==> config.mk <==
export PLATFORM = sky130hd
export DESIGN_NAME = mrs_slave
export DESIGN_NICKNAME = d
export VERILOG_FILES = /design/src/rtl/mrs_crc16_byte.v /design/src/rtl/mrs_slave.v
export VERILOG_INCLUDE_DIRS = /design/src /design/src/rtl
export SDC_FILE = /design/constraint.sdc
export NUM_CORES = 1
export LEC_CHECK = 0
export BUFFER_PORTS_ARGS = -buffer_cell sky130_fd_sc_hd__buf_2
export CAP_MARGIN = 20
export CORE_UTILIZATION = 25
export DETAILED_ROUTE_END_ITERATION = 10
export SLEW_MARGIN = 20
export SYNTH_ARGS = -nofsm -noshare
export SYNTH_HDL_FRONTEND = slang
export SYNTH_HIERARCHICAL = 1
export SYNTH_SLANG_ARGS = --single-unit
export TNS_END_PERCENT = 100
==> constraint.sdc <==
create_clock -name CLK_IN -period 3.6 [get_ports CLK_IN]
set_clock_uncertainty 0.05 [all_clocks]
set_input_delay 0.72 -clock CLK_IN [delete_from_list [all_inputs] [get_ports CLK_IN]]
set_output_delay 0.72 -clock CLK_IN [all_outputs]
set_load 0.05 [all_outputs]
==> src/rtl/mrs_consts.vh <==
`ifndef MRS_CONSTS_VH
`define MRS_CONSTS_VH

// Coil image width and limits
`define MRS_COIL_W 64
`define MRS_NUM_COILS 17'h00040

// CRC-16 parameters (reflected polynomial, all-ones start)
`define MRS_CRC_INIT 16'hFFFF
`define MRS_CRC_POLY 16'hA001
`define MRS_CRC_RESIDUE 16'h0000

// Function codes
`define MRS_FC_READ_COILS 8'h01
`define MRS_FC_READ_INPUTS 8'h02
`define MRS_FC_READ_HOLDING 8'h03
`define MRS_FC_READ_INPUT_REGS 8'h04
`define MRS_FC_FORCE_COIL 8'h05
`define MRS_FC_PRESET_REG 8'h06
`define MRS_FC_DIAGNOSTIC 8'h08
`define MRS_FC_PRESET_MULTI 8'h10
`define MRS_FC_EXC_FLAG 8'h80

// Exception codes
`define MRS_EXC_ILLEGAL_FUNC 8'h01
`define MRS_EXC_ILLEGAL_ADDR 8'h02
`define MRS_EXC_ILLEGAL_VALUE 8'h03
`define MRS_EXC_DEVICE_ERROR 8'h04
`define MRS_EXC_BUSY 8'h06

// Frame lengths
`define MRS_MIN_FRAME 9'h004
`define MRS_COIL_QUERY_LEN 9'h008
`define MRS_RX_CNT_MAX 9'h1FF
`define MRS_EXC_BODY_LEN 8'h03
`define MRS_READ_HDR_LEN 8'h03

// Counter saturation value
`define MRS_CNT_MAX 16'hFFFF

// One-hot states
`define MRS_ST_RECV 2'h1
`define MRS_ST_SEND 2'h2

`endif

==> src/rtl/mrs_crc16_byte.v <==
// Folds one byte into a running CRC-16, low bit first
module mrs_crc16_byte (
  input wire [15:0] crc_in,
  input wire [7:0] data_in,
  output reg [15:0] crc_out
);

`include "mrs_consts.vh"

  integer i;

  // Eight shift steps of the reflected polynomial
  always @* begin
    crc_out = crc_in ^ {8'h00, data_in};
    for (i = 0; i < 8; i = i + 1) begin
      if (crc_out[0]) begin
        crc_out = (crc_out >> 1) ^ `MRS_CRC_POLY;
      end else begin
        crc_out = crc_out >> 1;
      end
    end
  end

endmodule

==> src/rtl/mrs_slave.v <==
// Operation
// - Reply goes out only after the query's action, the coil snapshot, is done.
// - A query that cannot be carried out gets an exception reply instead.
// - Supported function codes are 01h 02h 03h 04h 05h 06h 08h 10h only.
// - Unsupported or undefined function code answers exception code 1.
// - Unsupported address in the data field answers exception code 2.
// - Out of range value answers exception code 3.
// - Function disabled or wrong device state answers exception code 4.
// - Busy internal resource answers exception code 6.
// - Exception reply echoes function code with top bit set, code in data.
// - Two byte CRC over address, function and data closes every reply.
// - Query CRC is checked; only matching queries are acted on.
// - Function 01h returns consecutive coil states, one bit each, numbered from zero.
// - Starting coil sits in bit zero of first byte, then upward.
// - Coil reply is address, function, byte count n, n data bytes, CRC.
// - Byte count is bit count over eight rounded up, spare bits zero.
// - Invalid coil gives exception 02h and bumps invalid address counter.
// - Bad count gives 03h, illegal register counter; malformed gives 03h, format counter.
// - Only queries addressed to our station number get any answer.
// - Query with a failing CRC is dropped without any reply.
module mrs_slave (
  input wire CLK_IN,
  input wire RST_N_IN,
  input wire [7:0] OWN_STATION_NUMBER_IN,
  input wire [7:0] RX_BYTE_IN,
  input wire RX_VALID_IN,
  input wire RX_END_IN,
  input wire [63:0] COIL_STATE_IN,
  input wire COIL_READ_EN_IN,
  input wire BUSY_IN,
  input wire TX_READY_IN,
  output reg [7:0] TX_BYTE_OUT,
  output reg TX_VALID_OUT,
  output reg TX_BUSY_OUT,
  output reg OTHER_FUNC_OUT,
  output reg [7:0] QUERY_FUNC_OUT,
  output reg [15:0] INVALID_ADDR_CNT_OUT,
  output reg [15:0] ILLEGAL_REG_CNT_OUT,
  output reg [15:0] BAD_FORMAT_CNT_OUT
);

`include "mrs_consts.vh"

  // One-hot sequencer states
  localparam [1:0] ST_RECV = `MRS_ST_RECV;
  localparam [1:0] ST_SEND = `MRS_ST_SEND;

  reg [1:0] state;
  reg [8:0] rx_cnt;
  reg [15:0] rx_crc;
  reg [7:0] rx_addr;
  reg [7:0] rx_fc;
  reg [15:0] rx_start;
  reg [15:0] rx_qty;
  reg [15:0] tx_crc;
  reg [7:0] tx_pos;
  reg [7:0] tx_len;
  reg [7:0] tx_fc;
  reg tx_exc;
  reg [7:0] tx_exc_code;
  reg [7:0] tx_count;
  reg [63:0] coil_data;

  wire [15:0] rx_crc_next;
  wire [15:0] tx_crc_next;
  reg [7:0] body_byte;
  reg fc_supported;
  reg reply;
  reg exc;
  reg [7:0] exc_code;
  reg bump_addr;
  reg bump_reg;
  reg bump_fmt;
  reg forward;

  wire [16:0] coil_end = {1'b0, rx_start} + {1'b0, rx_qty};
  wire [9:0] qty_round = rx_qty[9:0] + 10'h007;
  wire [7:0] byte_count = {3'h0, qty_round[7:3]};
  wire [63:0] coil_mask = ~({`MRS_COIL_W{1'b1}} << rx_qty[6:0]);
  wire frame_good = (rx_cnt >= `MRS_MIN_FRAME) && (rx_crc == `MRS_CRC_RESIDUE);
  wire frame_end = RX_END_IN && state[0];
  wire tx_load = !TX_VALID_OUT || TX_READY_IN;

  // Running CRC of the received query
  mrs_crc16_byte u_rx_crc (
    .crc_in(rx_crc),
    .data_in(RX_BYTE_IN),
    .crc_out(rx_crc_next)
  );

  // Running CRC of the reply body
  mrs_crc16_byte u_tx_crc (
    .crc_in(tx_crc),
    .data_in(body_byte),
    .crc_out(tx_crc_next)
  );

  // Screen the function code against the supported set
  always @* begin
    case (rx_fc)
      `MRS_FC_READ_COILS, `MRS_FC_READ_INPUTS, `MRS_FC_READ_HOLDING,
      `MRS_FC_READ_INPUT_REGS, `MRS_FC_FORCE_COIL, `MRS_FC_PRESET_REG,
      `MRS_FC_DIAGNOSTIC, `MRS_FC_PRESET_MULTI: begin
        fc_supported = 1'b1;
      end
      default: begin
        fc_supported = 1'b0;
      end
    endcase
  end

  // Decide what a completed query earns
  always @* begin
    reply = 1'b0;
    exc = 1'b0;
    exc_code = `MRS_EXC_ILLEGAL_FUNC;
    bump_addr = 1'b0;
    bump_reg = 1'b0;
    bump_fmt = 1'b0;
    forward = 1'b0;
    if (frame_good && rx_addr == OWN_STATION_NUMBER_IN) begin
      reply = 1'b1;
      if (!fc_supported) begin
        exc = 1'b1;
        exc_code = `MRS_EXC_ILLEGAL_FUNC;
      end else if (rx_fc != `MRS_FC_READ_COILS) begin
        reply = 1'b0;
        forward = 1'b1;
      end else if (BUSY_IN) begin
        exc = 1'b1;
        exc_code = `MRS_EXC_BUSY;
      end else if (!COIL_READ_EN_IN) begin
        exc = 1'b1;
        exc_code = `MRS_EXC_DEVICE_ERROR;
      end else if (rx_cnt != `MRS_COIL_QUERY_LEN) begin
        exc = 1'b1;
        exc_code = `MRS_EXC_ILLEGAL_VALUE;
        bump_fmt = 1'b1;
      end else if ({1'b0, rx_start} >= `MRS_NUM_COILS) begin
        exc = 1'b1;
        exc_code = `MRS_EXC_ILLEGAL_ADDR;
        bump_addr = 1'b1;
      end else if (rx_qty == 16'h0000 || coil_end > `MRS_NUM_COILS) begin
        exc = 1'b1;
        exc_code = `MRS_EXC_ILLEGAL_VALUE;
        bump_reg = 1'b1;
      end
    end
  end

  // Select the body byte at the current reply position
  always @* begin
    case (tx_pos)
      8'h00: begin
        body_byte = rx_addr;
      end
      8'h01: begin
        body_byte = tx_exc ? (tx_fc | `MRS_FC_EXC_FLAG) : tx_fc;
      end
      8'h02: begin
        body_byte = tx_exc ? tx_exc_code : tx_count;
      end
      default: begin
        body_byte = coil_data[7:0];
      end
    endcase
  end

  // Query capture: count bytes, keep header fields, run the CRC
  always @(posedge CLK_IN or negedge RST_N_IN) begin
    if (!RST_N_IN) begin
      rx_cnt <= 9'h000;
      rx_crc <= `MRS_CRC_INIT;
      rx_addr <= 8'h00;
      rx_fc <= 8'h00;
      rx_start <= 16'h0000;
      rx_qty <= 16'h0000;
    end else if (!state[0] || frame_end) begin
      rx_cnt <= 9'h000;
      rx_crc <= `MRS_CRC_INIT;
    end else if (RX_VALID_IN) begin
      rx_crc <= rx_crc_next;
      if (rx_cnt != `MRS_RX_CNT_MAX) begin
        rx_cnt <= rx_cnt + 9'h001;
      end
      case (rx_cnt)
        9'h000: begin
          rx_addr <= RX_BYTE_IN;
        end
        9'h001: begin
          rx_fc <= RX_BYTE_IN;
        end
        9'h002: begin
          rx_start[15:8] <= RX_BYTE_IN;
        end
        9'h003: begin
          rx_start[7:0] <= RX_BYTE_IN;
        end
        9'h004: begin
          rx_qty[15:8] <= RX_BYTE_IN;
        end
        9'h005: begin
          rx_qty[7:0] <= RX_BYTE_IN;
        end
        default: begin
          rx_fc <= rx_fc;
        end
      endcase
    end
  end

  // Main sequencer: take decision, snapshot coils, stream the reply
  always @(posedge CLK_IN or negedge RST_N_IN) begin
    if (!RST_N_IN) begin
      state <= ST_RECV;
      tx_pos <= 8'h00;
      tx_len <= 8'h00;
      tx_fc <= 8'h00;
      tx_exc <= 1'b0;
      tx_exc_code <= 8'h00;
      tx_count <= 8'h00;
      tx_crc <= `MRS_CRC_INIT;
      coil_data <= 64'h0000000000000000;
      TX_BYTE_OUT <= 8'h00;
      TX_VALID_OUT <= 1'b0;
      TX_BUSY_OUT <= 1'b0;
    end else begin
      case (state)
        ST_RECV: begin
          if (frame_end && reply) begin
            state <= ST_SEND;
            TX_BUSY_OUT <= 1'b1;
            tx_pos <= 8'h00;
            tx_crc <= `MRS_CRC_INIT;
            tx_fc <= rx_fc;
            tx_exc <= exc;
            tx_exc_code <= exc_code;
            tx_count <= byte_count;
            tx_len <= exc ? `MRS_EXC_BODY_LEN : (`MRS_READ_HDR_LEN + byte_count);
            // Coil snapshot is the query's action, taken before any byte leaves
            coil_data <= (COIL_STATE_IN >> rx_start[5:0]) & coil_mask;
          end
        end
        ST_SEND: begin
          if (tx_load) begin
            if (tx_pos < tx_len) begin
              TX_BYTE_OUT <= body_byte;
              TX_VALID_OUT <= 1'b1;
              tx_crc <= tx_crc_next;
              tx_pos <= tx_pos + 8'h01;
              if (tx_pos >= `MRS_READ_HDR_LEN) begin
                coil_data <= coil_data >> 8;
              end
            end else if (tx_pos == tx_len) begin
              TX_BYTE_OUT <= tx_crc[7:0];
              TX_VALID_OUT <= 1'b1;
              tx_pos <= tx_pos + 8'h01;
            end else if (tx_pos == tx_len + 8'h01) begin
              TX_BYTE_OUT <= tx_crc[15:8];
              TX_VALID_OUT <= 1'b1;
              tx_pos <= tx_pos + 8'h01;
            end else begin
              TX_VALID_OUT <= 1'b0;
              TX_BUSY_OUT <= 1'b0;
              state <= ST_RECV;
            end
          end
        end
        default: begin
          state <= ST_RECV;
          TX_VALID_OUT <= 1'b0;
          TX_BUSY_OUT <= 1'b0;
        end
      endcase
    end
  end

  // Error counters and hand-off of other supported functions
  always @(posedge CLK_IN or negedge RST_N_IN) begin
    if (!RST_N_IN) begin
      INVALID_ADDR_CNT_OUT <= 16'h0000;
      ILLEGAL_REG_CNT_OUT <= 16'h0000;
      BAD_FORMAT_CNT_OUT <= 16'h0000;
      OTHER_FUNC_OUT <= 1'b0;
      QUERY_FUNC_OUT <= 8'h00;
    end else begin
      OTHER_FUNC_OUT <= frame_end && forward;
      if (frame_end && (reply || forward)) begin
        QUERY_FUNC_OUT <= rx_fc;
      end
      if (frame_end && bump_addr && INVALID_ADDR_CNT_OUT != `MRS_CNT_MAX) begin
        INVALID_ADDR_CNT_OUT <= INVALID_ADDR_CNT_OUT + 16'h0001;
      end
      if (frame_end && bump_reg && ILLEGAL_REG_CNT_OUT != `MRS_CNT_MAX) begin
        ILLEGAL_REG_CNT_OUT <= ILLEGAL_REG_CNT_OUT + 16'h0001;
      end
      if (frame_end && bump_fmt && BAD_FORMAT_CNT_OUT != `MRS_CNT_MAX) begin
        BAD_FORMAT_CNT_OUT <= BAD_FORMAT_CNT_OUT + 16'h0001;
      end
    end
  end

endmodule

; Word-level counts from Yosys, hierarchy flattened
; Memories as Yosys holds them, arrays and structs flattened.
; Cells that the tools add are included.
[word_totals]
regBits = 260
mem_bits_rw = 0
word_cells = 234
memories = 1
mem_bits_ro = 32
in_bits = 87
output_inout_bits = 67
latch_bits = 0
[mem_list]
columns = memory, depth, width, rd, rd_ports_with_merged_regs, wr, line_no
row1 = (no name shown), 32, 1, 1, 0, 0, mrs_slave.v:100  ; case (rx_fc)
[op_classes]
bitwise = 22
n_lt_le_gt_ge = 5
n_mux = 103
n_mul = 0
div = 0
n_reduce_logical = 41
eq_ne = 26
n_addsub = 9
n_shift = 2
[op_table]
columns = op, n
row1 = 2-to-1 mux 16 bit, 21
row2 = 2-to-1 mux 64 bit, 4
row3 = one-hot mux 64 bit (2 select lines), 1
row4 = 2-to-1 mux 8 bit, 11
row5 = AND 64 bit, 1
row6 = inverter 64 bit, 1
row7 = "left shift 64 x 7 -> 64 bit, first input constant", 1
row8 = right shift 64 x 6 -> 64 bit, 1
row9 = "adder 16 x 1 -> 16 bit, second input constant", 3
row10 = "!= test 16 bit, second input constant", 3
row11 = inverter 2 -> 3 bit, 16
row12 = 2-to-1 mux 1 bit, 44
row13 = logical NOT 16 bit, 2
row14 = one-hot mux 16 bit (2 select lines), 1
row15 = XOR 16 x 8 -> 16 bit, 2
row16 = 2-to-1 mux 9 bit, 3
row17 = == test 8 bit, 3
row18 = one-hot mux 8 bit (3 select lines), 1
row19 = AND reduction 3 bit, 7
row20 = "== test 9 x 2 -> 1 bit, second input constant", 2
row21 = "== test 9 x 3 -> 1 bit, second input constant", 2
row22 = adder 16 x 16 -> 17 bit, 1
row23 = "> comparator 17 x 7 -> 1 bit, second input constant", 1
row24 = "adder 8 x 1 -> 8 bit, second input constant", 2
row25 = other kinds (35), 74

; Longest topological paths before layout
[logic_depth]
ltp_word = 22
ltp_mapped = 15
mapped_depth_nobuf = 13

; Hierarchy
; The synthesis kept the hierarchy.
[by_module_without_submodules]
columns = module, n_inst, area_each_um2, cells_each, seq_area_each_um2
row1 = mrs_slave, 1, 17016.3, 1812, 6347.3
row2 = mrs_crc16_byte, 2, 284.0, 29, 0.0

; Least setup slack after synthesis
; Ideal clock, no wire load.
[synth_timing]
kind = register to register
startpoint = register tx_pos[6]
endpoint = register tx_crc[0]
path_stages_with_launch = 16
arrival_time_ps = 3367
path_slack_ps = 96
synth_period_minus_slack_ps = 3504
t_required_ps = 3463
setup_time_ps = 87
n_path_buf = 2
path_cell_list = dfrtp_1 -> clkbuf_1 -> or4_1 -> nor3_1 -> and2_1 -> buf_2 -> nor2_1 -> and2_1 -> a222oi_1 -> inv_1 -> xnor2_2 -> xnor2_1 -> xnor2_2 -> xnor3_1 -> o21ai_0 -> o21ai_0
[synth_between]
elab_chain_cells = 15
elab_cells_between_ends = 26
cone_classes = order compare: 1 / eq/ne: 3 / mux: 12 / bitwise: 8 / reduce/logical: 2
[synth_lines]
columns = element, line_no
row1 = from (decl), mrs_slave.v:56  ; reg [7:0] tx_pos;
row2 = from (signal assigned), mrs_slave.v:250  ; tx_pos <= tx_pos + 8'h01;
row3 = from (signal assigned), mrs_slave.v:257  ; tx_pos <= tx_pos + 8'h01;
row4 = from (signal assigned), mrs_slave.v:261  ; tx_pos <= tx_pos + 8'h01;
row5 = == test 8 x 2 -> 1 bit (tied with other cells), mrs_slave.v:153  ; case (tx_pos)
row6 = one-hot mux 8 bit (3 select lines) (*), mrs_slave.v:153
row7 = net body_byte[5], mrs_slave.v:66  ; reg [7:0] body_byte;
row8 = XOR 16 x 8 -> 16 bit (*), mrs_crc16_byte.v:14  ; crc_out = crc_in ^ {8'h00, data_in};
row9 = 2-to-1 mux 16 bit (*) (4 in series), mrs_crc16_byte.v:16  ; if (crc_out[0]) begin
row10 = inverter 2 -> 3 bit (no source line), --
row11 = 2-to-1 mux 16 bit (*) (4 in series), mrs_crc16_byte.v:16
row12 = net tx_crc_next[0], mrs_slave.v:65  ; wire [15:0] tx_crc_next;
row13 = 2-to-1 mux 16 bit (*), mrs_slave.v:246  ; if (tx_pos < tx_len) begin
row14 = 2-to-1 mux 16 bit (*), mrs_slave.v:245  ; if (tx_load) begin
row15 = one-hot mux 16 bit (2 select lines) (*), mrs_slave.v:228  ; case (state)
row16 = to (signal assigned), mrs_slave.v:222  ; tx_crc <= `MRS_CRC_INIT;
row17 = to (signal assigned), mrs_slave.v:234  ; tx_crc <= `MRS_CRC_INIT;
row18 = to (signal assigned), mrs_slave.v:249  ; tx_crc <= tx_crc_next;
row19 = to (decl), mrs_slave.v:55  ; reg [15:0] tx_crc;
; Mark *: on every way through the listed nets, which the timed path passes. The rest lies on a longest branch. The select of a mux whose other input is x is not followed.
; A chain may end at the register's enable or synchronous reset.

; Worst setup path in the final report
[layout_timing]
startpoint = register rx_start[0]
endpoint = register tx_len[0]
[layout_between]
elab_chain_cells = 12
elab_cells_between_ends = 13
cone_classes = add/sub: 1 / order compare: 2 / mux: 9 / reduce/logical: 1
[layout_lines]
columns = element, line_no
row1 = from (decl), mrs_slave.v:53  ; reg [15:0] rx_start;
row2 = from (signal assigned), mrs_slave.v:176  ; rx_start <= 16'h0000;
row3 = from (signal assigned), mrs_slave.v:197  ; rx_start[7:0] <= RX_BYTE_IN;
row4 = adder 16 x 16 -> 17 bit, mrs_slave.v:76  ; wire [16:0] coil_end = {1'b0, rx_start} + {1'b0, rx_qty};
row5 = > comparator 17 x 7 -> 1 bit (no source line), --
row6 = logical OR 1 bit (no source line), --
row7 = 2-to-1 mux 1 bit, mrs_slave.v:143  ; end else if (rx_qty == 16'h0000 || coil_end > `MRS_NUM_COILS) begin
row8 = 2-to-1 mux 1 bit (*), mrs_slave.v:139  ; end else if ({1'b0, rx_start} >= `MRS_NUM_COILS) begin
row9 = 2-to-1 mux 1 bit (*), mrs_slave.v:135  ; end else if (rx_cnt != `MRS_COIL_QUERY_LEN) begin
row10 = 2-to-1 mux 1 bit (*), mrs_slave.v:132  ; end else if (!COIL_READ_EN_IN) begin
row11 = 2-to-1 mux 1 bit (*), mrs_slave.v:129  ; end else if (BUSY_IN) begin
row12 = 2-to-1 mux 1 bit (*), mrs_slave.v:126  ; end else if (rx_fc != `MRS_FC_READ_COILS) begin
row13 = 2-to-1 mux 1 bit (*), mrs_slave.v:123  ; if (!fc_supported) begin
row14 = 2-to-1 mux 1 bit (*), mrs_slave.v:121  ; if (frame_good && rx_addr == OWN_STATION_NUMBER_IN) begin
row15 = 2-to-1 mux 6 bit (*), mrs_slave.v:239  ; tx_len <= exc ? `MRS_EXC_BODY_LEN : (`MRS_READ_HDR_LEN + byte_count);
row16 = to (signal assigned), mrs_slave.v:239
row17 = to (decl), mrs_slave.v:57  ; reg [7:0] tx_len;
; Every way passes the cells marked *; elsewhere a longest branch is shown, timed or not.

==> metrics <==
row count 96; vias in the first global route around 14000; Arr. time, crit path around 3.9 ns; placed cell areas ~0.02 mm2; internal power roughly 6300 uW; most used cell along the critical path nand2_1; Area contributors post-synth dfrtp_1 (31%), mux4_2 (8.7%), nand2_1 (6.2%); crit start category register; simple-gate share of the synthesized area 0.163; via count about 15000; DRT Pass-1 Iters 8; Post-synth top cells nand2_1 (291), dfrtp_1 (219), nor2_1 (146); Worst-Margin Slew around 0.9 ns; Synth cell types 79; CTS Buffer Depth 3; Worst-Skew Late Latency roughly 0.57 ns; Avg Inst Size Synth roughly 9.4 um2; DR WL/cell 17.5 um; clock root cell clkbuf_16; Slew headroom 0.403; hpwl dp about 39000 um; largest net degree at the start of global routing just over 80; portion of netlist area occupied by mux cells 0.198; Final Hold Fails 0; Worst Path Buf+Inv 0; Compound-Gate Fraction of Synth Area 0.139; crit path cell chain ha_1, fa_1, a21o_1, a221o_1, a211oi_1, xor2_1, nand2_1, nor4_4, nand2_1, or4_4, a2bb2oi_1; CTS Hold Bufs 0; DRT iter0 DRCs around 1200; final WL 51700 um; Min Hold Slack about 0.080 ns; Synth area leader dfrtp_1; busiest grt layer met2; reg2reg end tx_len[0]; Largest delay share family, worst path compound AO/OA/AOI/OAI gates; met2 Use GR 0.226; Inserted Clock Buffers 30; initial antenna violation count 4; Die Wd 267 um; Slew Limit Fails 0; share of the synthesized area in the top cell type 0.312; TritonCTS clock tree built; synthesized flop and latch total ~250; Clock Sink Count about 250; crit path max fanout 7; Antenna Nets Post-Route 0; status finished, final reports clean; pre-CTS WS between 0.02 and 0.03 ns; gr usage total 0.143; worst min path class input pin to async pin; Post-Synth Adder-Cell Area 0.0282; Leak Pwr 0.00956 uW; share of layout cells above drive strength 1 0.252; Starting Density 0.255; sw power around 3400 uW; vias per cell slightly below 5; min Tclk post-route 3.47 ns; Final Wtd Congestion a little under 0.9; clock slew at reported path FFs approximately 0.060 ns; fin crit share 0.963; syn_nets 1996; clock power share 0.327; critical path data required time between 3 and 4 ns; Seq/Total Area, Yosys 0.361; die height ~270 um; peak supply drop between 0.4 and 0.5 mV; Max Clock Freq roughly 290 MHz; Post-synth ARST share 1.00; slowest CP cell or4_4; Levels on crit path 11; XOR/XNOR Fraction of Synth Area 0.0679; Syn Inst Count approximately 1900; CP max stage delay roughly 0.51 ns; sw frac 0.347; total die area 0.0714 mm2; H-tree levels 1; Critical Path End Type register; IO Pins approximately 150; largest family of logic cells by synthesized area multiplexers; Seq pwr share 0.332; Ys Warns 6; reg-to-reg setup timing slack roughly 0.13 ns; first-pass GRT wire length just over 80000 um; GRT met1 Usage 0.198; GR Util met3 0.0232; FF-to-FF path depth 11; final worst slack 0.133 ns; number of synthesized flops with an enable pin 0; drc violations 0; most frequent cell after synthesis nand2_1; last element of the critical path tx_len[0]; Comb pwr share 0.341; final core utilization 0.300; Crit Reg-Reg Startpoint rx_start[0]; Cell Area, Synth 0.0176 mm2; Power Density approximately 470 mW/mm2; power after layout 9700 uW; total grt overflow 0; port bufs approximately 150; Final Cell Area a little over 0.02 mm2; kind of critical path register to register; core area a little under 0.07 mm2; max cap viols 0; Area Growth Syn to Fin 17.7%; Post-synth top flop dfrtp_1; final layout net count 2129; Setup violations, final 0; crit path launch rx_start[0]
layout make-up:
class / instances / area, um2
diodes: 1 / 2.50
clock buffers: 42 / 887
clock inverters: 14 / 156
fillers: 7270 / 48400
inverters: 51 / 191
multi-input cells: 1438 / 10500
flip-flops and latches: 252 / 6350
well taps: 931 / 1160
repair buffers: 230 / 1420
layer usage:
layer  wire length [um]  vias to the layer above  part of all wire
met2              23500                      476              0.45
met1              23500                     7097              0.45
met5                 35                        -           0.00068
met3               3120                       99             0.060
li1                   -                     7028                 -
met4               1570                        6             0.030
worst min-delay path by stage:
stage / start / to / slack [ns] / cells after the start
3_5_place_dp: coil_data[63] / coil_data[63] / 0.41 / 2
6_report: RST_N_IN / rx_addr[4] / 0.08 / 1
4_1_cts: RST_N_IN / rx_addr[4] / 0.08 / 1
5_1_grt: RST_N_IN / rx_addr[3] / 0.12 / 1
2_1_floorplan: RST_N_IN / BAD_FORMAT_CNT_OUT[0] / 0.37 / 0
3_3_place_gp: tx_exc_code[2] / tx_exc_code[2] / 0.41 / 1
registers in the layout, summed over array words and instances (netlist names), 16 cells and up:
| name | flops |
|---|---|
| INVALID_ADDR_CNT_OUT | 16 |
| rx_crc | 16 |
| BAD_FORMAT_CNT_OUT | 16 |
| rx_start | 16 |
| tx_crc | 16 |
| ILLEGAL_REG_CNT_OUT | 16 |
| rx_qty | 16 |
| coil_data | 64 |
cell usage in the layout, fill, tap and decap left out, types with 9 or more instances in the layout:
master,Yosys,routed
xnor2_1,78,76
buf_2,21,152
mux2_2,92,92
nand2_1,291,291
o21ai_0,120,120
nand3_1,38,38
clkbuf_16,0,31
dfstp_2,33,33
dfrtp_1,219,216
o21a_1,10,10
o21ai_1,15,15
nor3_1,28,28
o22ai_1,11,11
a21oi_1,82,82
a31oi_1,14,14
nor4_1,16,15
mux4_2,68,68
a221oi_1,19,19
a21o_1,17,16
mux2i_1,91,91
buf_4,12,72
nand2b_1,10,10
inv_1,48,48
nand4_1,24,24
and2_1,9,9
nor2_1,146,146
and3_1,32,32
ha_1,38,37
xor2_1,42,42
cell families after synthesis:
logic type,count (synthesis)
AO/OA/AOI/OAI,385
XOR/XNOR,128
flip-flops,252
AND/OR/NAND/NOR,634
buffers and inverters,180
adder cells (fa/ha/maj),39
multiplexers,252
power groups by stage:
| stage | combinational, uW | clock, uW | sequential [uW] |
|---|---|---|---|
| after floorplan | 2300 | 0 | 3180 |
| after global placement | 3240 | 0 | 3270 |
| after detailed placement | 3240 | 0 | 3270 |
| after CTS | 3260 | 3250 | 3220 |
| after global routing | 3570 | 3350 | 3240 |
| final | 3310 | 3170 | 3220 |
through the flow:
stage / std cells / setup TNS, ns
2_1_floorplan: 1870 / 0
3_3_place_gp: 2900 / 0
3_5_place_dp: 2900 / 0
4_1_cts: 2956 / 0
5_1_grt: 2959 / -0.0241
6_report: 2959 / 0
what timing repair did:
action,4_1_cts,5_1_grt
setup buffers,0,2
resized for setup,0,4
endpoints found under the setup margin,0,9
(Power assumes the default switching activity.)
